**src/hdl/pfac_pkg.sv**
```systemverilog
/*
 Package for the program flash access control block: register offsets,
 field positions, reset values, vectors, unlock keys and the sequencer
 states. It assumes a Wishbone slave with 32-bit data and byte offsets four apart.
*/
package pfac_pkg;
   localparam int PC_WIDTH     = 15;
   localparam int ROW_WIDTH    = 14;
   localparam int ADR_W        = 5;

   localparam logic [ADR_W-1:0] OFS_ADDR_LOW  = 5'h00;
   localparam logic [ADR_W-1:0] OFS_ADDR_HIGH = 5'h04;
   localparam logic [ADR_W-1:0] OFS_CONTROL   = 5'h08;
   localparam logic [ADR_W-1:0] OFS_UNLOCK    = 5'h0c;
   localparam logic [ADR_W-1:0] OFS_STATUS    = 5'h10;

   localparam int BIT_INITIATE = 0;
   localparam int BIT_PERMIT   = 1;
   localparam int BIT_ERASE    = 2;
   localparam int BIT_REGION   = 6;
   localparam int BIT_BUSY     = 0;
   localparam int BIT_ARMED    = 1;
   localparam int PC_LSB       = 16;
   localparam int HIGH_BITS    = 6;

   localparam logic [7:0] CONTROL_RESET = 8'h00;
   localparam logic [7:0] ADDR_RESET    = 8'h00;
   localparam logic [HIGH_BITS-1:0] ADDR_HIGH_RESET = 6'h00;
   localparam logic [7:0] KEY_FIRST     = 8'h55;
   localparam logic [7:0] KEY_SECOND    = 8'haa;

   localparam logic [PC_WIDTH-1:0] RESET_VECTOR = 15'h0000;
   localparam logic [PC_WIDTH-1:0] IRQ_VECTOR   = 15'h0004;

   typedef enum logic [2:0]
   {
      PFAC_KEY_IDLE  = 3'b001,
      PFAC_KEY_HALF  = 3'b010,
      PFAC_KEY_ARMED = 3'b100
   } pfac_key_type;
endpackage

```
**src/hdl/pfac_unlock.sv**
```systemverilog
/*
 Unlock key sequencer: arms only after the first key and then the second
 key arrive as consecutive writes. Assumes pulses on the same clock.
*/
`timescale 1ns/1ps
`default_nettype none
module pfac_unlock
(
   input  wire logic       mclk,
   input  wire logic       sys_rst,
   input  wire logic       key_wr,
   input  wire logic [7:0] key_data,
   input  wire logic       other_wr,
   output logic            armed
);
   pfac_pkg::pfac_key_type state_reg;

   // Any unrelated write on byte lane 0 breaks the sequence, so keys must be back to back
   always_ff @(posedge mclk or posedge sys_rst)
   begin
      if (sys_rst)
         state_reg <= pfac_pkg::PFAC_KEY_IDLE;
      else if (other_wr)
         state_reg <= pfac_pkg::PFAC_KEY_IDLE;
      else if (key_wr)
      begin
         unique case (state_reg)
            pfac_pkg::PFAC_KEY_IDLE:
               state_reg <= (key_data == pfac_pkg::KEY_FIRST) ?
                  pfac_pkg::PFAC_KEY_HALF : pfac_pkg::PFAC_KEY_IDLE;
            pfac_pkg::PFAC_KEY_HALF:
               state_reg <= (key_data == pfac_pkg::KEY_SECOND) ?
                  pfac_pkg::PFAC_KEY_ARMED : pfac_pkg::PFAC_KEY_IDLE;
            pfac_pkg::PFAC_KEY_ARMED:
               state_reg <= (key_data == pfac_pkg::KEY_FIRST) ?
                  pfac_pkg::PFAC_KEY_HALF : pfac_pkg::PFAC_KEY_IDLE;
            default:
               state_reg <= pfac_pkg::PFAC_KEY_IDLE;
         endcase
      end
   end

   assign armed = (state_reg == pfac_pkg::PFAC_KEY_ARMED);
endmodule // pfac_unlock
`default_nettype wire

```
**src/hdl/pfac_top.sv**
```systemverilog
/*
 Program flash access control: Wishbone register slave, unlock check,
 erase and write launch towards the flash macro, and the program counter
 that is held while an operation runs.
 Assumes the flash macro and the core share mclk; flash_done is a pulse.
 Macro timing is not modelled here; only flash_done ends an operation.
*/
// Functional notes
// - Program counter is 15 bits, addressing 32K words of 14 bits.
// - Fetch starts at word 0000h after reset; interrupts vector to 0004h.
// - Region bit cleared targets the user program flash array.
// - Row address is low byte plus six high bits.
// - Erase bit makes next operation a row erase; needs write permit set.
// - Keys 55h then AAh must precede initiate; otherwise initiate ignored.
// - A started erase completes before the next instruction executes.
`timescale 1ns/1ps
`default_nettype none
module pfac_top
#(
   parameter int PCW = pfac_pkg::PC_WIDTH
)
(
   input  wire logic                      mclk,
   input  wire logic                      sys_rst,
   input  wire logic                      wb_cyc_i,
   input  wire logic                      wb_stb_i,
   input  wire logic                      wb_we_i,
   input  wire logic [pfac_pkg::ADR_W-1:0] wb_adr_i,
   input  wire logic [3:0]                wb_sel_i,
   input  wire logic [31:0]               wb_dat_i,
   output logic      [31:0]               wb_dat_o,
   output logic                           wb_ack_o,
   input  wire logic                      fetch_step,
   input  wire logic                      irq_take,
   output logic      [PCW-1:0]            prog_counter,
   output logic                           cpu_hold,
   output logic                           flash_erase,
   output logic                           flash_write,
   output logic                           region_select,
   output logic [pfac_pkg::ROW_WIDTH-1:0] flash_row_addr,
   input  wire logic                      flash_done
);
   logic [7:0]     flash_addr_low_reg;
   logic [5:0]     flash_addr_high_reg;
   logic [7:0]     flash_control_reg;
   logic           busy_reg;
   logic           erase_reg;
   logic           write_reg;
   logic [PCW-1:0] pc_reg;
   logic [PCW-1:0] pc_next;
   logic           ack_reg;
   logic [31:0]    rdata_reg;
   logic [31:0]    read_word;
   logic           access;
   logic           wr_lane;
   logic           key_wr;
   logic           ctrl_wr;
   logic           other_wr;
   logic           armed;
   logic           launch;
   logic           permit_new;

   assign access   = wb_cyc_i & wb_stb_i & ~ack_reg;
   assign wr_lane  = access & wb_we_i & wb_sel_i[0];
   assign key_wr   = wr_lane & (wb_adr_i == pfac_pkg::OFS_UNLOCK);
   assign ctrl_wr  = wr_lane & (wb_adr_i == pfac_pkg::OFS_CONTROL);
   assign other_wr = wr_lane & ~key_wr;
   assign permit_new = wb_dat_i[pfac_pkg::BIT_PERMIT];

   // Initiate only counts when armed, permitted and idle
   assign launch = ctrl_wr & wb_dat_i[pfac_pkg::BIT_INITIATE] & armed
                   & permit_new & ~busy_reg;

   // Keys still advance while busy; an initiate while busy is dropped, not queued
   pfac_unlock u_unlock
   (
      .mclk     (mclk),
      .sys_rst  (sys_rst),
      .key_wr   (key_wr),
      .key_data (wb_dat_i[7:0]),
      .other_wr (other_wr),
      .armed    (armed)
   );

   // Classic cycle: one wait state, ack dropped in the cycle after
   always_ff @(posedge mclk or posedge sys_rst)
   begin
      if (sys_rst)
         ack_reg <= 1'b0;
      else
         ack_reg <= access;
   end

   // Row freezes while busy so the macro sees a steady target
   always_ff @(posedge mclk or posedge sys_rst)
   begin
      if (sys_rst)
         flash_addr_low_reg <= pfac_pkg::ADDR_RESET;
      else if (wr_lane && wb_adr_i == pfac_pkg::OFS_ADDR_LOW && !busy_reg)
         flash_addr_low_reg <= wb_dat_i[7:0];
   end

   always_ff @(posedge mclk or posedge sys_rst)
   begin
      if (sys_rst)
         flash_addr_high_reg <= pfac_pkg::ADDR_HIGH_RESET;
      else if (wr_lane && wb_adr_i == pfac_pkg::OFS_ADDR_HIGH && !busy_reg)
         flash_addr_high_reg <= wb_dat_i[pfac_pkg::HIGH_BITS-1:0];
   end

   // Initiate bit is set only by launch; software cannot fake it
   always_ff @(posedge mclk or posedge sys_rst)
   begin
      if (sys_rst)
         flash_control_reg <= pfac_pkg::CONTROL_RESET;
      else if (ctrl_wr && !busy_reg)
      begin
         flash_control_reg <= wb_dat_i[7:0];
         flash_control_reg[pfac_pkg::BIT_INITIATE] <= launch;
      end
      else if (busy_reg && flash_done)
         flash_control_reg[pfac_pkg::BIT_INITIATE] <= 1'b0;
   end

   // Busy gates every settings write until the macro answers
   always_ff @(posedge mclk or posedge sys_rst)
   begin
      if (sys_rst)
         busy_reg <= 1'b0;
      else if (launch)
         busy_reg <= 1'b1;
      else if (flash_done)
         busy_reg <= 1'b0;
   end

   // Kind comes from the launch word itself, not the stored bit
   always_ff @(posedge mclk or posedge sys_rst)
   begin
      if (sys_rst)
         erase_reg <= 1'b0;
      else if (launch)
         erase_reg <= wb_dat_i[pfac_pkg::BIT_ERASE];
      else if (flash_done)
         erase_reg <= 1'b0;
   end

   always_ff @(posedge mclk or posedge sys_rst)
   begin
      if (sys_rst)
         write_reg <= 1'b0;
      else if (launch)
         write_reg <= ~wb_dat_i[pfac_pkg::BIT_ERASE];
      else if (flash_done)
         write_reg <= 1'b0;
   end

   assign flash_erase    = erase_reg;
   assign flash_write    = write_reg;
   assign region_select  = flash_control_reg[pfac_pkg::BIT_REGION];
   assign flash_row_addr = {flash_addr_high_reg, flash_addr_low_reg};

   // Core stalls from the launching write until the macro reports done
   assign cpu_hold = busy_reg | launch;

   // Hold beats an interrupt so a running erase is never cut short
   always_comb
   begin
      pc_next = pc_reg;
      if (cpu_hold)
         pc_next = pc_reg;
      else if (irq_take)
         pc_next = pfac_pkg::IRQ_VECTOR;
      else if (fetch_step)
         pc_next = pc_reg + 1'b1;
   end

   always_ff @(posedge mclk or posedge sys_rst)
   begin
      if (sys_rst)
         pc_reg <= pfac_pkg::RESET_VECTOR;
      else
         pc_reg <= pc_next;
   end

   assign prog_counter = pc_reg;

   // Read word from live state; registered so data stands with ack
   always_comb
   begin
      read_word = 32'h0000_0000;
      unique case (wb_adr_i)
         pfac_pkg::OFS_ADDR_LOW:
            read_word[7:0] = flash_addr_low_reg;
         pfac_pkg::OFS_ADDR_HIGH:
            read_word[5:0] = flash_addr_high_reg;
         pfac_pkg::OFS_CONTROL:
            read_word[7:0] = flash_control_reg;
         pfac_pkg::OFS_STATUS:
         begin
            read_word[pfac_pkg::BIT_BUSY]  = busy_reg;
            read_word[pfac_pkg::BIT_ARMED] = armed;
            read_word[pfac_pkg::PC_LSB +: PCW] = pc_reg;
         end
         // Key offset reads zero so keys never echo back
         default:
            read_word = 32'h0000_0000;
      endcase
   end

   always_ff @(posedge mclk or posedge sys_rst)
   begin
      if (sys_rst)
         rdata_reg <= 32'h0000_0000;
      else if (access && !wb_we_i)
         rdata_reg <= read_word;
   end

   assign wb_dat_o = rdata_reg;
   assign wb_ack_o = ack_reg;
endmodule // pfac_top
`default_nettype wire

```
**config.mk**
```make
export PLATFORM = sky130hd
export DESIGN_NAME = pfac_top
export DESIGN_NICKNAME = d
export VERILOG_FILES = /design/src/hdl/pfac_pkg.sv /design/src/hdl/pfac_unlock.sv /design/src/hdl/pfac_top.sv
export SDC_FILE = /design/constraint.sdc
export NUM_CORES = 1
export LEC_CHECK = 0
export ABC_CLOCK_PERIOD_IN_PS = 4200
export BUFFER_PORTS_ARGS = -buffer_cell sky130_fd_sc_hd__buf_4
export CELL_PAD_IN_SITES_DETAIL_PLACEMENT = 1
export CELL_PAD_IN_SITES_GLOBAL_PLACEMENT = 1
export CORE_ASPECT_RATIO = 1.4
export CORE_MARGIN = 2
export CORE_UTILIZATION = 41
export DETAILED_ROUTE_END_ITERATION = 10
export PLACE_DENSITY = 0.95
export SYNTH_ARGS = -nofsm -noshare
export SYNTH_HDL_FRONTEND = slang
export SYNTH_SLANG_ARGS = --single-unit
```
**constraint.sdc**
```tcl
create_clock -name mclk -period 4.2 [get_ports mclk]
set_input_delay 0.63 -clock mclk [delete_from_list [all_inputs] [get_ports mclk]]
set_output_delay 0.63 -clock mclk [all_outputs]
set_load 0.02 [all_outputs]
```
# Yosys cells after proc, flatten, opt, wreduce, memory -nomap -nowiden
# Index checks and enable logic that the tools add are counted.
# word_totals
ff_bits	67
inputBits	49
output_inout_bits	66
wordCells	71
# op_classes
n_addsub	1
eq_ne	9
mux	17
bitwise_logic	17
reduce_logical	16
# op_table
op	n
$mux 15	3
$add 15x1->15 const B	1
$pmux 4 s3	1
$and 1x1->1	11
$eq 5x4->1 const B	2
$mux 3	3
$eq 8x7->1 const B	1
$eq 8x8->1 const B	1
$pmux 2 s4	1
$reduce_bool 2->1	4
$logic_and 1x1->1	7
$mux 1	6
$pmux 3 s2	1
$eq 5x3->1 const B	1
$eq 5x5->1 const B	1
$logic_not 5->1	1
$not 1->1	5
$pmux 2 s2	1
$eq 3x1->1 const B	1
$eq 3x2->1 const B	1
$eq 3x3->1 const B	1
$logic_not 1->1	2
$mux 2	1
$reduce_and 2->1	1
2 further kinds	2

# Longest topological paths before layout
# Gate-level depths: netlist (run 1).
# depth
word_depth	12
depth_mapped	8
mapped_depth_nobuf	6

# Modules after synthesis
# Synthesis (run 1) repeated with hierarchy kept, for this count alone.
# hier_totals
hier_cells	300
hier_area_um2	3335.7
# by_module_without_submodules
module	n_inst	cells_per_inst	area_per_inst_um2	seq_area_each_um2
pfac_top	1	279	3104.2	1601.5
pfac_unlock	1	21	231.5	76.3

# Worst setup path after synthesis (run 1)
# Ideal clock, no wire load.
# synth_path
path_kind	input-to-output
start	in wb_adr_i[4] in the netlist's numbering
end	out cpu_hold
t_arrival_ns	1.883
path_slack_ns	1.687
path_stages	5
path_buffers	2
cell_sequence	buf_6 or3_4 nor4_4 a21o_4 buf_2
# synth_via
elab_chain_len	7
# synth_rtl
item	line_no	text
from (decl)	pfac_top.sv:28	input wire logic [pfac_pkg::ADR_W-1:0] wb_adr_i,
$eq 5x4->1	pfac_top.sv:66	assign ctrl_wr = wr_lane & (wb_adr_i == pfac_pkg::OFS_CONTROL);
$and 1x1->1	pfac_top.sv:66	
$and 1x1->1 (2 in a row)	pfac_top.sv:71	assign launch = ctrl_wr & wb_dat_i[pfac_pkg::BIT_INITIATE] & armed
$and 1x1->1 (2 in a row)	pfac_top.sv:72	& permit_new & ~busy_reg;
$or 1x1->1	pfac_top.sv:163	assign cpu_hold = busy_reg | launch;
to (decl)	pfac_top.sv:36	output logic cpu_hold,
# No other way between the ends.

# Worst setup path in the final report (run 1)
# layout_path
start	reg u_unlock.state_reg[2]
end	out cpu_hold
# layout_via
elab_chain_len	5
# layout_rtl
item	line_no	text
from (decl)	pfac_unlock.sv:16	pfac_pkg::pfac_key_type state_reg;
from (signal assigned)	pfac_unlock.sv:22	state_reg <= pfac_pkg::PFAC_KEY_IDLE;
from (signal assigned)	pfac_unlock.sv:24	state_reg <= pfac_pkg::PFAC_KEY_IDLE;
from (signal assigned)	pfac_unlock.sv:29	state_reg <= (key_data == pfac_pkg::KEY_FIRST) ?
$eq 3x3->1	pfac_unlock.sv:43	assign armed = (state_reg == pfac_pkg::PFAC_KEY_ARMED);
$and 1x1->1	pfac_top.sv:71	
$and 1x1->1 (2 in a row)	pfac_top.sv:72	
$or 1x1->1	pfac_top.sv:163	
# No other way between the ends.

==> impl_metrics.xml, run 1 <==
<?xml version="1.0" encoding="UTF-8"?>
<metrics>
  <group name="outcome">
    <metric name="run_status" unit="">finished, final reports clean</metric>
  </group>
  <group name="cts">
    <metric name="clkSinkCount" unit="">67</metric>
    <metric name="cts.htree.levels" unit="">3</metric>
    <metric name="clkLatencyLatePin" unit="ns">0.36</metric>
    <metric name="postCtsResizedCells" unit="">0</metric>
    <metric name="cts_buffers" unit="">9</metric>
    <metric name="hold_fix_buffers_at_cts" unit="">0</metric>
    <metric name="tritoncts" unit="">built</metric>
    <metric name="clk_pin_slew_worst_paths" unit="ns">0.07</metric>
    <metric name="cts_buffer_depth" unit="">2</metric>
    <metric name="post_cts.repair.setup_buffers" unit="">0</metric>
    <metric name="clockRootBuffer" unit="">sky130_fd_sc_hd__clkbuf_8</metric>
  </group>
  <group name="yosys">
    <metric name="synth.cells.most_frequent" unit="">sky130_fd_sc_hd__dfrtp_1 (66), sky130_fd_sc_hd__nand2_1 (25), sky130_fd_sc_hd__mux2_2 (21), sky130_fd_sc_hd__o21ai_0 (21), sky130_fd_sc_hd__a22o_1 (19)</metric>
    <metric name="synthDistinctLibCells" unit="">50</metric>
    <metric name="yosysMostFrequentCell" unit="">sky130_fd_sc_hd__dfrtp_1</metric>
    <metric name="syn_area" unit="um2">3220</metric>
    <metric name="yosys.area.top_type" unit="">sky130_fd_sc_hd__dfrtp_1</metric>
    <metric name="number_of_instances_in_the_synthesized_netlist" unit="">292</metric>
    <metric name="dominantRegCellSynth" unit="">sky130_fd_sc_hd__dfrtp_1</metric>
    <metric name="synth-warning-count" unit="">0</metric>
    <metric name="syn-mean-instance-area" unit="um2">11.0</metric>
    <metric name="synth_top_cells_by_area" unit="">sky130_fd_sc_hd__dfrtp_1 (51%), sky130_fd_sc_hd__mux2_2 (7.3%), sky130_fd_sc_hd__a22o_1 (5.2%), sky130_fd_sc_hd__o21ai_0 (3.3%), sky130_fd_sc_hd__nand2_1 (2.9%)</metric>
    <metric name="synth_edf_count" unit="">0</metric>
    <metric name="postSynth.asyncResetShare" unit="%">100</metric>
    <metric name="synth-seq-cells" unit="">67</metric>
    <metric name="synth-seq-area-share" unit="%">52.1</metric>
    <metric name="synth_largest_type_area_fraction" unit="%">51.3</metric>
  </group>
  <group name="place">
    <metric name="dp.final_hpwl" unit="um">6300</metric>
    <metric name="placement.io_buffers" unit="">78</metric>
    <metric name="gp_congestion" unit="">0.868</metric>
  </group>
  <group name="power">
    <metric name="seqPwrFrac" unit="%">48.2</metric>
    <metric name="power_per_cell_area" unit="nW/um2">344</metric>
    <metric name="combPwrFrac" unit="%">8.9</metric>
    <metric name="p_int" unit="mW">1.05</metric>
    <metric name="worst_ir_drop_vdd" unit="mV">0.186</metric>
    <metric name="p_switching" unit="mW">0.341</metric>
    <metric name="swShare" unit="%">24.5</metric>
    <metric name="cellLeakagePower" unit="nW">1.96</metric>
    <metric name="clockPowerShare" unit="%">42.9</metric>
  </group>
  <group name="detailed_routing">
    <metric name="post_drt_wl_per_cell" unit="um">19.0</metric>
    <metric name="detailedRoute.firstPassIterationCount" unit="">4</metric>
    <metric name="detailedRoute.firstIterationViolations" unit="">110</metric>
    <metric name="via_per_inst" unit="">5.56</metric>
    <metric name="antenna_violating_nets_post_route" unit="">0</metric>
    <metric name="remaining_drc_errors" unit="">0</metric>
    <metric name="num_vias" unit="">2626</metric>
    <metric name="wirelength" unit="um">8950</metric>
  </group>
  <group name="critical_path">
    <metric name="critical_path_peak_fanout" unit="">18</metric>
    <metric name="timing.critical_path.required" unit="ns">3.57</metric>
    <metric name="crit_path_start_kind" unit="">register</metric>
    <metric name="worstPathArrival" unit="ns">2.16</metric>
    <metric name="critical_path.endpoint_type" unit="">output pin</metric>
    <metric name="timing_worst_setup_path_type" unit="">register to output pin</metric>
  </group>
  <group name="sta">
    <metric name="tightest_slew" unit="ns">1.12</metric>
    <metric name="setup_tns" unit="ns">0</metric>
    <metric name="report.final.slew_viol_count" unit="">0</metric>
    <metric name="layout_worst_path_cycle_share" unit="%">66.5</metric>
    <metric name="maxSlewHeadroom" unit="%">25.6</metric>
    <metric name="grt_setup_unrepaired" unit="">false</metric>
    <metric name="max_clk_rate" unit="MHz">358</metric>
    <metric name="clock_skew" unit="ns">0.0102</metric>
    <metric name="period_minus_slack" unit="ns">2.79</metric>
    <metric name="timing.final.setup_violations" unit="">0</metric>
    <metric name="hold_violations" unit="">0</metric>
  </group>
  <group name="min_path">
    <metric name="hp-class" unit="">register to register</metric>
  </group>
  <group name="finish">
    <metric name="drive_above_1_share" unit="%">34.9</metric>
    <metric name="area_growth" unit="%">25.3</metric>
    <metric name="nFillCells" unit="">875</metric>
    <metric name="layout.core_utilization" unit="%">52.4</metric>
    <metric name="final_net_count" unit="">418</metric>
    <metric name="insertedDiodeCount" unit="">0</metric>
    <metric name="largest_register_ff_count" unit="">23</metric>
  </group>
  <group name="global_route">
    <metric name="via_count_of_the_first_global_routing_pass" unit="">2816</metric>
    <metric name="grt_remaining_overflow" unit="">0</metric>
    <metric name="gr_usage_total" unit="%">22.3</metric>
    <metric name="grt_max_degree" unit="">54</metric>
    <metric name="grt_first_pass_wirelength" unit="um">14500</metric>
    <metric name="antenna_found_initial" unit="">0</metric>
  </group>
  <group name="die">
    <metric name="placementRows" unit="">38</metric>
    <metric name="total_core_area" unit="um2">7700</metric>
    <metric name="num_io_pins" unit="">115</metric>
    <metric name="initial_utilization" unit="%">41.8</metric>
    <metric name="die_width" unit="um">78.9</metric>
    <metric name="die_area" unit="um2">8590</metric>
    <metric name="fp.dieH" unit="um">109</metric>
  </group>
  <group name="job">
    <metric name="maxCapViolations" unit="">0</metric>
  </group>
</metrics>
layer usage:
metal  global-route usage, %  vias to the layer above  wire [um]
li1                        -                     1211          -
met4                    10.1                        0        199
met1                    25.6                     1327       3490
met2                    40.0                       72       4930
met5                       0                        -          0
met3                    4.14                       16        333
critical path, stage by stage (launching register included):
cell and delay, ns:
sky130_fd_sc_hd__dfrtp_1 0.42, sky130_fd_sc_hd__or3b_2 0.53, sky130_fd_sc_hd__nor4_4 0.39, sky130_fd_sc_hd__a21o_4 0.29, sky130_fd_sc_hd__buf_4 0.17
stage by stage:
stage	hold WS, ns	power [mW]	setup slack [ns]	std cells	cell area [um2]
finish	0.482	1.39	1.41	472	4040
global route	0.503	1.44	1.34	472	4040
CTS	0.487	1.40	1.40	472	4040
detailed placement	0.471	0.805	1.51	457	3820
global placement	0.460	0.799	1.53	457	3820
floorplan	0.464	0.759	1.69	300	3250
placed cells by master, fill, tap and decap left out, types with 2 or more instances in the layout:
cell,synthesis,layout
sky130_fd_sc_hd__o31ai_1,7,7
sky130_fd_sc_hd__mux2i_1,7,7
sky130_fd_sc_hd__o21ai_0,21,21
sky130_fd_sc_hd__a22o_1,19,19
sky130_fd_sc_hd__conb_1,1,9
sky130_fd_sc_hd__o21ai_2,5,5
sky130_fd_sc_hd__nor2_1,16,16
sky130_fd_sc_hd__buf_4,9,80
sky130_fd_sc_hd__o41ai_1,3,3
sky130_fd_sc_hd__a21oi_1,3,3
sky130_fd_sc_hd__nand2b_1,7,7
sky130_fd_sc_hd__nor3_1,4,4
sky130_fd_sc_hd__or4_1,2,2
sky130_fd_sc_hd__nand4b_1,3,3
sky130_fd_sc_hd__dfrtp_1,66,66
sky130_fd_sc_hd__nor2b_1,4,4
sky130_fd_sc_hd__a31oi_1,4,4
sky130_fd_sc_hd__clkbuf_8,0,10
sky130_fd_sc_hd__clkinv_2,0,2
sky130_fd_sc_hd__nand3b_1,2,2
sky130_fd_sc_hd__nand3_1,15,15
sky130_fd_sc_hd__bufinv_16,0,2
sky130_fd_sc_hd__nor4_1,4,4
sky130_fd_sc_hd__a211oi_1,2,2
sky130_fd_sc_hd__nand4_1,5,5
sky130_fd_sc_hd__nand2_1,25,25
sky130_fd_sc_hd__mux2_2,21,21
sky130_fd_sc_hd__inv_1,3,2
kinds of logic after synthesis:
kind of cell             count (synthesis)  share of synthesized area, %
other                                    1                         0.116
multiplexers                            28                          9.52
XOR/XNOR                                 1                         0.272
adder cells (fa/ha/maj)                  1                         0.389
buffers and inverters                   26                          5.17
AND/OR/NAND/NOR                         96                          16.2
flip-flops                              67                          52.1
AO/OA/AOI/OAI                           72                          16.2
worst paths after layout:
| check | endpoint | depth (start not counted) | slack (ns) | from |
|---|---|---|---|---|
| worst max-delay path | cpu_hold | 4 | 1.41 | u_unlock.state_reg[2] |
| worst min-delay path | wb_dat_o[0] | 2 | 0.48 | wb_dat_o[0] |
| worst max register to register | prog_counter[10] | 5 | 1.93 | u_unlock.state_reg[2] |
| worst min register to register | wb_dat_o[0] | 2 | 0.48 | wb_dat_o[0] |
| max in group asynchronous | flash_erase | 3 | 2.82 | sys_rst |
| min in group asynchronous | flash_control_reg[7] | 2 | 0.56 | sys_rst |
final cells by class:
class / instances / area, um2 / area share [%]
clock buffers: 10 / 138 / 3.41
clock inverters: 5 / 77.6 / 1.92
inverters: 3 / 11.3 / 0.279
multi-input cells: 207 / 1410 / 34.8
flip-flops and latches: 67 / 1680 / 41.6
well taps: 100 / 125 / 3.10
repair buffers: 80 / 601 / 14.9
power by group through the flow:
stage          Sequential (mW)  Combinational [mW]  Clock [mW]
3_5_place_dp             0.682               0.124           0
2_1_floorplan            0.690              0.0689           0
4_1_cts                  0.670               0.125       0.603
3_3_place_gp             0.680               0.119           0
6_report                 0.670               0.123       0.596
5_1_grt                  0.671               0.135       0.633
No activity file was read; power rests on OpenSTA's default activity.
==> run 2, diff against run 1 <==
- ABC_CLOCK_PERIOD_IN_PS: 4200 -> 2700
- CORE_UTILIZATION: 41 -> 38
- PLACE_DENSITY: 0.95 -> 0.92
- clock period: 4.2 -> 2.7 ns (I/O delays scaled with it)
==> impl_metrics.xml, run 2 (synthesis results as in run 1) <==
<?xml version="1.0" encoding="UTF-8"?>
<metrics>
  <group name="outcome">
    <metric name="run_status" unit="">finished, final reports clean</metric>
  </group>
  <group name="critical_path">
    <metric name="critical_path.endpoint_type" unit="">output pin</metric>
    <metric name="ff2ff_setup_slack" unit="ns">0.44</metric>
    <metric name="timing.rr.end" unit="">prog_counter[5]</metric>
    <metric name="critical_path_peak_fanout" unit="">18</metric>
    <metric name="timing.critical_path.required" unit="ns">2.30</metric>
    <metric name="crit_path_start_kind" unit="">register</metric>
    <metric name="worstPathArrival" unit="ns">2.08</metric>
    <metric name="timing_worst_setup_path_type" unit="">register to output pin</metric>
    <metric name="timing.reg2reg.worst_path_depth" unit="">5</metric>
    <metric name="rr_startpoint" unit="">u_unlock.state_reg[2]</metric>
  </group>
  <group name="die">
    <metric name="fp.dieH" unit="um">113</metric>
    <metric name="die_area" unit="um2">9230</metric>
    <metric name="die_width" unit="um">81.8</metric>
    <metric name="placementRows" unit="">39</metric>
    <metric name="total_core_area" unit="um2">8200</metric>
    <metric name="num_io_pins" unit="">115</metric>
    <metric name="initial_utilization" unit="%">39.3</metric>
  </group>
  <group name="sta">
    <metric name="clock_skew" unit="ns">0.00576</metric>
    <metric name="hold_ws" unit="ns">0.0803</metric>
    <metric name="max_clk_rate" unit="MHz">403</metric>
    <metric name="hold_violations" unit="">0</metric>
    <metric name="timing.final.setup_violations" unit="">0</metric>
    <metric name="setup_tns" unit="ns">0</metric>
    <metric name="tightest_slew" unit="ns">0.646</metric>
    <metric name="report.final.slew_viol_count" unit="">0</metric>
    <metric name="grt_setup_unrepaired" unit="">false</metric>
    <metric name="period_minus_slack" unit="ns">2.48</metric>
    <metric name="maxSlewHeadroom" unit="%">56.5</metric>
    <metric name="layout_worst_path_cycle_share" unit="%">92.0</metric>
  </group>
  <group name="cts">
    <metric name="cts_buffer_depth" unit="">2</metric>
    <metric name="cts.htree.levels" unit="">3</metric>
    <metric name="clk_pin_slew_worst_paths" unit="ns">0.05</metric>
    <metric name="clkSinkCount" unit="">67</metric>
    <metric name="cts_buffers" unit="">9</metric>
    <metric name="hold_fix_buffers_at_cts" unit="">0</metric>
    <metric name="clockRootBuffer" unit="">sky130_fd_sc_hd__clkbuf_16</metric>
    <metric name="post_cts.repair.setup_buffers" unit="">0</metric>
    <metric name="clkLatencyLatePin" unit="ns">0.32</metric>
    <metric name="tritoncts" unit="">built</metric>
    <metric name="postCtsResizedCells" unit="">0</metric>
  </group>
  <group name="place">
    <metric name="placement.io_buffers" unit="">78</metric>
    <metric name="dpl_cell_area" unit="um2">3860</metric>
    <metric name="gp_congestion" unit="">0.849</metric>
    <metric name="dp.final_hpwl" unit="um">6680</metric>
    <metric name="placedCellCount" unit="">463</metric>
  </group>
  <group name="finish">
    <metric name="nFillCells" unit="">909</metric>
    <metric name="stdcell_area" unit="um2">4170</metric>
    <metric name="final_net_count" unit="">422</metric>
    <metric name="insertedDiodeCount" unit="">0</metric>
    <metric name="largest_register_ff_count" unit="">23</metric>
    <metric name="area_growth" unit="%">29.6</metric>
    <metric name="layoutNonFillerInstCount" unit="">479</metric>
    <metric name="seqCellArea" unit="um2">1680</metric>
    <metric name="multi_input_comb_area" unit="um2">1410</metric>
    <metric name="drive_above_1_share" unit="%">35.0</metric>
    <metric name="final_common_cell" unit="">sky130_fd_sc_hd__buf_4</metric>
    <metric name="layout_common_cells" unit="">sky130_fd_sc_hd__buf_4 (83), sky130_fd_sc_hd__dfrtp_1 (66), sky130_fd_sc_hd__nand2_1 (25)</metric>
  </group>
  <group name="global_route">
    <metric name="grt_remaining_overflow" unit="">0</metric>
    <metric name="grt_first_pass_wirelength" unit="um">15000</metric>
    <metric name="gr_usage_total" unit="%">21.5</metric>
    <metric name="antenna_found_initial" unit="">0</metric>
    <metric name="grt_max_degree" unit="">32</metric>
    <metric name="via_count_of_the_first_global_routing_pass" unit="">2845</metric>
  </group>
  <group name="detailed_routing">
    <metric name="detailedRoute.firstPassIterationCount" unit="">4</metric>
    <metric name="detailedRoute.firstIterationViolations" unit="">78</metric>
    <metric name="remaining_drc_errors" unit="">0</metric>
    <metric name="post_drt_wl_per_cell" unit="um">19.5</metric>
    <metric name="via_per_inst" unit="">5.67</metric>
    <metric name="wirelength" unit="um">9340</metric>
    <metric name="num_vias" unit="">2718</metric>
    <metric name="antenna_violating_nets_post_route" unit="">0</metric>
  </group>
  <group name="power">
    <metric name="total_power" unit="mW">2.44</metric>
    <metric name="power_per_cell_area" unit="nW/um2">584</metric>
    <metric name="worst_ir_drop_vdd" unit="mV">0.396</metric>
    <metric name="cellLeakagePower" unit="nW">2.02</metric>
  </group>
  <group name="job">
    <metric name="maxCapViolations" unit="">0</metric>
  </group>
  <group name="min_path">
    <metric name="hp-class" unit="">input pin to async pin</metric>
  </group>
</metrics>
[run 2: cell count changes in the layout (fill, tap and decap cells not counted), sizes merged]
cell / before / now
clkbuf: 10 / 15
buf: 80 / 84
clkinv: 2 / 0
bufinv: 2 / 1
clkinvlp: 1 / 0
[run 2: worst max-delay path by stage]
stage	from	endpoint	cells after the start
after global routing	u_unlock.state_reg[2]	cpu_hold	4
after global placement	wb_adr_i[4]	prog_counter[2]	6
after CTS	u_unlock.state_reg[2]	cpu_hold	4
after floorplan	sys_rst	busy_reg	1
final	u_unlock.state_reg[2]	cpu_hold	4
after detailed placement	wb_adr_i[4]	prog_counter[13]	6
[run 2: layer usage]
metal | global-route usage, % | share of wire (%)
met5 | 0 | 0
met4 | 8.22 | 2.5
met3 | 5.02 | 5.5
met2 | 38.1 | 54
met1 | 24.4 | 38
[run 2: area by class of cell]
cell class | instances | area share, %
Sequential cell | 67 | 40.2
Multi-Input combinational cell | 207 | 33.7
Timing Repair Buffer | 84 | 15.4
Clock buffer | 15 | 6.66
Tap cell | 102 | 3.06
Clock inverter | 1 | 0.720
Inverter | 3 | 0.270
[run 2: through the flow]
step / setup slack (ns) / utilization [%]
floorplan: 0.613 / -
global placement: 0.437 / 47.1
detailed placement: 0.367 / 47.1
CTS: 0.221 / 50.9
global route: 0.151 / 50.9
finish: 0.216 / 50.9
[run 2: power breakdown]
| group | leakage, nW | switching, mW | internal, mW |
|---|---|---|---|
| combinational | 0.949 | 0.124 | 0.0752 |
| clock | 0.150 | 0.404 | 0.792 |
| sequential | 0.922 | 0.0180 | 1.03 |
| total | 2.02 | 0.546 | 1.89 |
[run 2: critical path: stages (launching register included)]
cell,delay [ns]
sky130_fd_sc_hd__dfrtp_1,0.42
sky130_fd_sc_hd__or3b_2,0.51
sky130_fd_sc_hd__nor4_4,0.36
sky130_fd_sc_hd__a21o_4,0.29
sky130_fd_sc_hd__buf_4,0.17
==> run 3, diff against run 2 <==
- SYNTH_HIERARCHICAL: not set -> 1
==> impl_metrics.xml, run 3 <==
<?xml version="1.0" encoding="UTF-8"?>
<metrics>
  <group name="outcome">
    <metric name="run_status" unit="">finished, final reports clean</metric>
  </group>
  <group name="critical_path">
    <metric name="crit_slowest_cell" unit="">sky130_fd_sc_hd__dfrtp_1</metric>
    <metric name="cp_cell_sequence" unit="">nor3b_1 &gt; and4b_1 &gt; and4_1 &gt; or2_0 &gt; buf_4</metric>
    <metric name="ff2ff_setup_slack" unit="ns">0.52</metric>
    <metric name="cp.buffers_inverters" unit="">1</metric>
    <metric name="critical_path_peak_fanout" unit="">5</metric>
    <metric name="timing_worst_setup_path_type" unit="">register to output pin</metric>
    <metric name="worstPathArrival" unit="ns">2.08</metric>
    <metric name="crit_path_start_kind" unit="">register</metric>
    <metric name="cp_top_family" unit="">simple AND/OR/NAND/NOR gates</metric>
    <metric name="crit_path_start" unit="">u_unlock/state_reg[2]</metric>
    <metric name="critical_path.endpoint_type" unit="">output pin</metric>
    <metric name="timing.critical_path.required" unit="ns">2.30</metric>
    <metric name="slowest_delay" unit="ns">0.42</metric>
    <metric name="critical_path.endpoint" unit="">cpu_hold</metric>
    <metric name="rr_startpoint" unit="">busy_reg</metric>
    <metric name="timing.critical_path.depth" unit="">5</metric>
    <metric name="timing.reg2reg.worst_path_depth" unit="">4</metric>
    <metric name="timing.rr.end" unit="">flash_addr_low_reg[3]</metric>
  </group>
  <group name="yosys">
    <metric name="syn-mean-instance-area" unit="um2">11.1</metric>
    <metric name="yosys.area.top_type" unit="">sky130_fd_sc_hd__dfrtp_1</metric>
    <metric name="synth_largest_type_area_fraction" unit="%">49.5</metric>
    <metric name="synth_top_cells_by_area" unit="">sky130_fd_sc_hd__dfrtp_1 (50%), sky130_fd_sc_hd__mux2_2 (7.4%), sky130_fd_sc_hd__a22o_1 (5.0%), sky130_fd_sc_hd__o31ai_1 (2.9%), sky130_fd_sc_hd__buf_4 (2.3%)</metric>
    <metric name="synth-warning-count" unit="">6</metric>
    <metric name="synth_edf_count" unit="">0</metric>
    <metric name="postSynth.asyncResetShare" unit="%">100</metric>
    <metric name="dominantRegCellSynth" unit="">sky130_fd_sc_hd__dfrtp_1</metric>
    <metric name="number_of_instances_in_the_synthesized_netlist" unit="">300</metric>
    <metric name="syn_area" unit="um2">3340</metric>
    <metric name="synth-seq-cells" unit="">67</metric>
    <metric name="yosysMostFrequentCell" unit="">sky130_fd_sc_hd__dfrtp_1</metric>
    <metric name="synth-seq-area-share" unit="%">50.3</metric>
    <metric name="synthDistinctLibCells" unit="">57</metric>
    <metric name="synth.cells.most_frequent" unit="">sky130_fd_sc_hd__dfrtp_1 (66), sky130_fd_sc_hd__mux2_2 (22), sky130_fd_sc_hd__nand2_1 (20)</metric>
  </group>
  <group name="power">
    <metric name="total_power" unit="mW">2.30</metric>
    <metric name="combPwrFrac" unit="%">9.0</metric>
    <metric name="swShare" unit="%">24.3</metric>
    <metric name="clockPowerShare" unit="%">45.5</metric>
    <metric name="cellLeakagePower" unit="nW">2.10</metric>
    <metric name="seqPwrFrac" unit="%">45.4</metric>
    <metric name="p_int" unit="mW">1.74</metric>
    <metric name="power_per_cell_area" unit="nW/um2">543</metric>
    <metric name="p_switching" unit="mW">0.559</metric>
    <metric name="worst_ir_drop_vdd" unit="mV">0.339</metric>
  </group>
  <group name="global_route">
    <metric name="antenna_found_initial" unit="">0</metric>
    <metric name="via_count_of_the_first_global_routing_pass" unit="">3064</metric>
    <metric name="grt_max_degree" unit="">35</metric>
    <metric name="grt_first_pass_wirelength" unit="um">15700</metric>
    <metric name="gr_usage_total" unit="%">21.1</metric>
    <metric name="grt_remaining_overflow" unit="">0</metric>
  </group>
  <group name="detailed_routing">
    <metric name="detailedRoute.firstPassIterationCount" unit="">4</metric>
    <metric name="num_vias" unit="">2787</metric>
    <metric name="via_per_inst" unit="">5.77</metric>
    <metric name="detailedRoute.firstIterationViolations" unit="">118</metric>
    <metric name="antenna_violating_nets_post_route" unit="">0</metric>
    <metric name="wirelength" unit="um">9760</metric>
    <metric name="remaining_drc_errors" unit="">0</metric>
    <metric name="post_drt_wl_per_cell" unit="um">20.2</metric>
  </group>
  <group name="sta">
    <metric name="finalWorstSetupSlack" unit="ns">0.220</metric>
    <metric name="hold_violations" unit="">0</metric>
    <metric name="setup_tns" unit="ns">0</metric>
    <metric name="grt_setup_unrepaired" unit="">false</metric>
    <metric name="tightest_slew" unit="ns">0.853</metric>
    <metric name="maxSlewHeadroom" unit="%">43.0</metric>
    <metric name="timing.final.setup_violations" unit="">0</metric>
    <metric name="clock_skew" unit="ns">0.00468</metric>
    <metric name="max_clk_rate" unit="MHz">403</metric>
    <metric name="period_minus_slack" unit="ns">2.48</metric>
    <metric name="layout_worst_path_cycle_share" unit="%">91.9</metric>
    <metric name="report.final.slew_viol_count" unit="">0</metric>
    <metric name="hold_ws" unit="ns">0.332</metric>
  </group>
  <group name="finish">
    <metric name="final_common_cell" unit="">sky130_fd_sc_hd__buf_4</metric>
    <metric name="largest_register_ff_count" unit="">23</metric>
    <metric name="layout_common_cells" unit="">sky130_fd_sc_hd__buf_4 (83), sky130_fd_sc_hd__dfrtp_1 (66), sky130_fd_sc_hd__mux2_2 (22)</metric>
    <metric name="area_growth" unit="%">27.2</metric>
    <metric name="stdcell_area" unit="um2">4240</metric>
    <metric name="insertedDiodeCount" unit="">0</metric>
    <metric name="layoutNonFillerInstCount" unit="">483</metric>
    <metric name="layout.core_utilization" unit="%">49.6</metric>
    <metric name="final_net_count" unit="">424</metric>
    <metric name="drive_above_1_share" unit="%">33.6</metric>
  </group>
  <group name="cts">
    <metric name="post_cts.repair.setup_buffers" unit="">0</metric>
    <metric name="cts_buffer_depth" unit="">2</metric>
    <metric name="tritoncts" unit="">built</metric>
    <metric name="clockRootBuffer" unit="">sky130_fd_sc_hd__clkbuf_16</metric>
    <metric name="cts.htree.levels" unit="">3</metric>
    <metric name="clk_pin_slew_worst_paths" unit="ns">0.06</metric>
    <metric name="clkLatencyLatePin" unit="ns">0.33</metric>
    <metric name="clkSinkCount" unit="">67</metric>
    <metric name="cts_buffers" unit="">9</metric>
  </group>
  <group name="place">
    <metric name="place_worst_setup_slack" unit="ns">0.516</metric>
    <metric name="dp.final_hpwl" unit="um">6880</metric>
    <metric name="placement.io_buffers" unit="">78</metric>
    <metric name="dpl_cell_area" unit="um2">3970</metric>
    <metric name="placedCellCount" unit="">467</metric>
    <metric name="gp_congestion" unit="">0.828</metric>
  </group>
  <group name="die">
    <metric name="initial_utilization" unit="%">39.0</metric>
    <metric name="total_core_area" unit="um2">8560</metric>
    <metric name="fp.dieH" unit="um">115</metric>
    <metric name="num_io_pins" unit="">115</metric>
    <metric name="die_area" unit="um2">9550</metric>
    <metric name="placementRows" unit="">40</metric>
    <metric name="die_width" unit="um">83.2</metric>
  </group>
  <group name="min_path">
    <metric name="hp-class" unit="">input pin to register</metric>
  </group>
  <group name="job">
    <metric name="maxCapViolations" unit="">0</metric>
  </group>
</metrics>
[run 3: cell types whose count changed after synthesis, sizes merged, moves of 6 or more]
cell,delta
and2,+6
and3,+8
clkbuf,+7
nand3,-10
nor2,-7
o21ai,-15
o31ai,+6
[run 3: cell type report]
type,count,area (um2)
Multi-Input combinational cell,204,1490
Inverter,7,26.3
Tap cell,105,131
Sequential cell,67,1680
Fill cell,929,4320
Timing Repair Buffer,85,653
Clock buffer,12,246
Clock inverter,3,15.0
[run 3: per-layer routing]
layer  track usage, %  vias to the layer above  part of all wire [%]
li1                 -                     1246                     -
met1             23.4                     1453                    39
met2             39.0                       74                    55
met3             4.67                       14                   3.8
met4             8.96                        0                   1.8
met5                0                        -                     0
[run 3: power by group through the flow]
stage | logic [mW] | registers, mW | clock network (mW)
floorplan | 0.105 | 1.08 | 0
global placement | 0.201 | 1.06 | 0
detailed placement | 0.207 | 1.06 | 0
CTS | 0.211 | 1.05 | 1.06
global route | 0.226 | 1.05 | 1.11
finish | 0.208 | 1.05 | 1.05
[run 3: worst min path at each step]
| stage | from | end | slack, ns | cells after the start |
|---|---|---|---|---|
| 6_report | wb_dat_i[6] | flash_control_reg[6] | 0.33 | 2 |
| 5_1_grt | wb_dat_i[6] | flash_addr_low_reg[6] | 0.33 | 2 |
| 4_1_cts | wb_dat_i[6] | flash_control_reg[6] | 0.33 | 2 |
| 3_5_place_dp | sys_rst | u_unlock/state_reg[1] | 0.31 | 2 |
| 3_3_place_gp | sys_rst | u_unlock/state_reg[1] | 0.30 | 2 |
| 2_1_floorplan | sys_rst | u_unlock/state_reg[1] | 0.16 | 1 |
[run 3: repair_timing]
| action | 4_1_cts | 5_1_grt |
|---|---|---|
| gates resized for setup | 0 | 0 |
| endpoints found under the hold margin | 2 | 0 |
| hold buffers | 1 | 0 |
[run 3: kinds of logic after synthesis]
logic type                 share of synthesized area [%]
AOI/OAI and AO/OA                                   16.7
muxes                                               9.53
DFF                                                 50.3
xor gates and xnor gates                           0.263
and+or+nand+nor                                     16.5
adders and majority gates                          0.675
buffers and inverters                               5.89
other                                              0.112
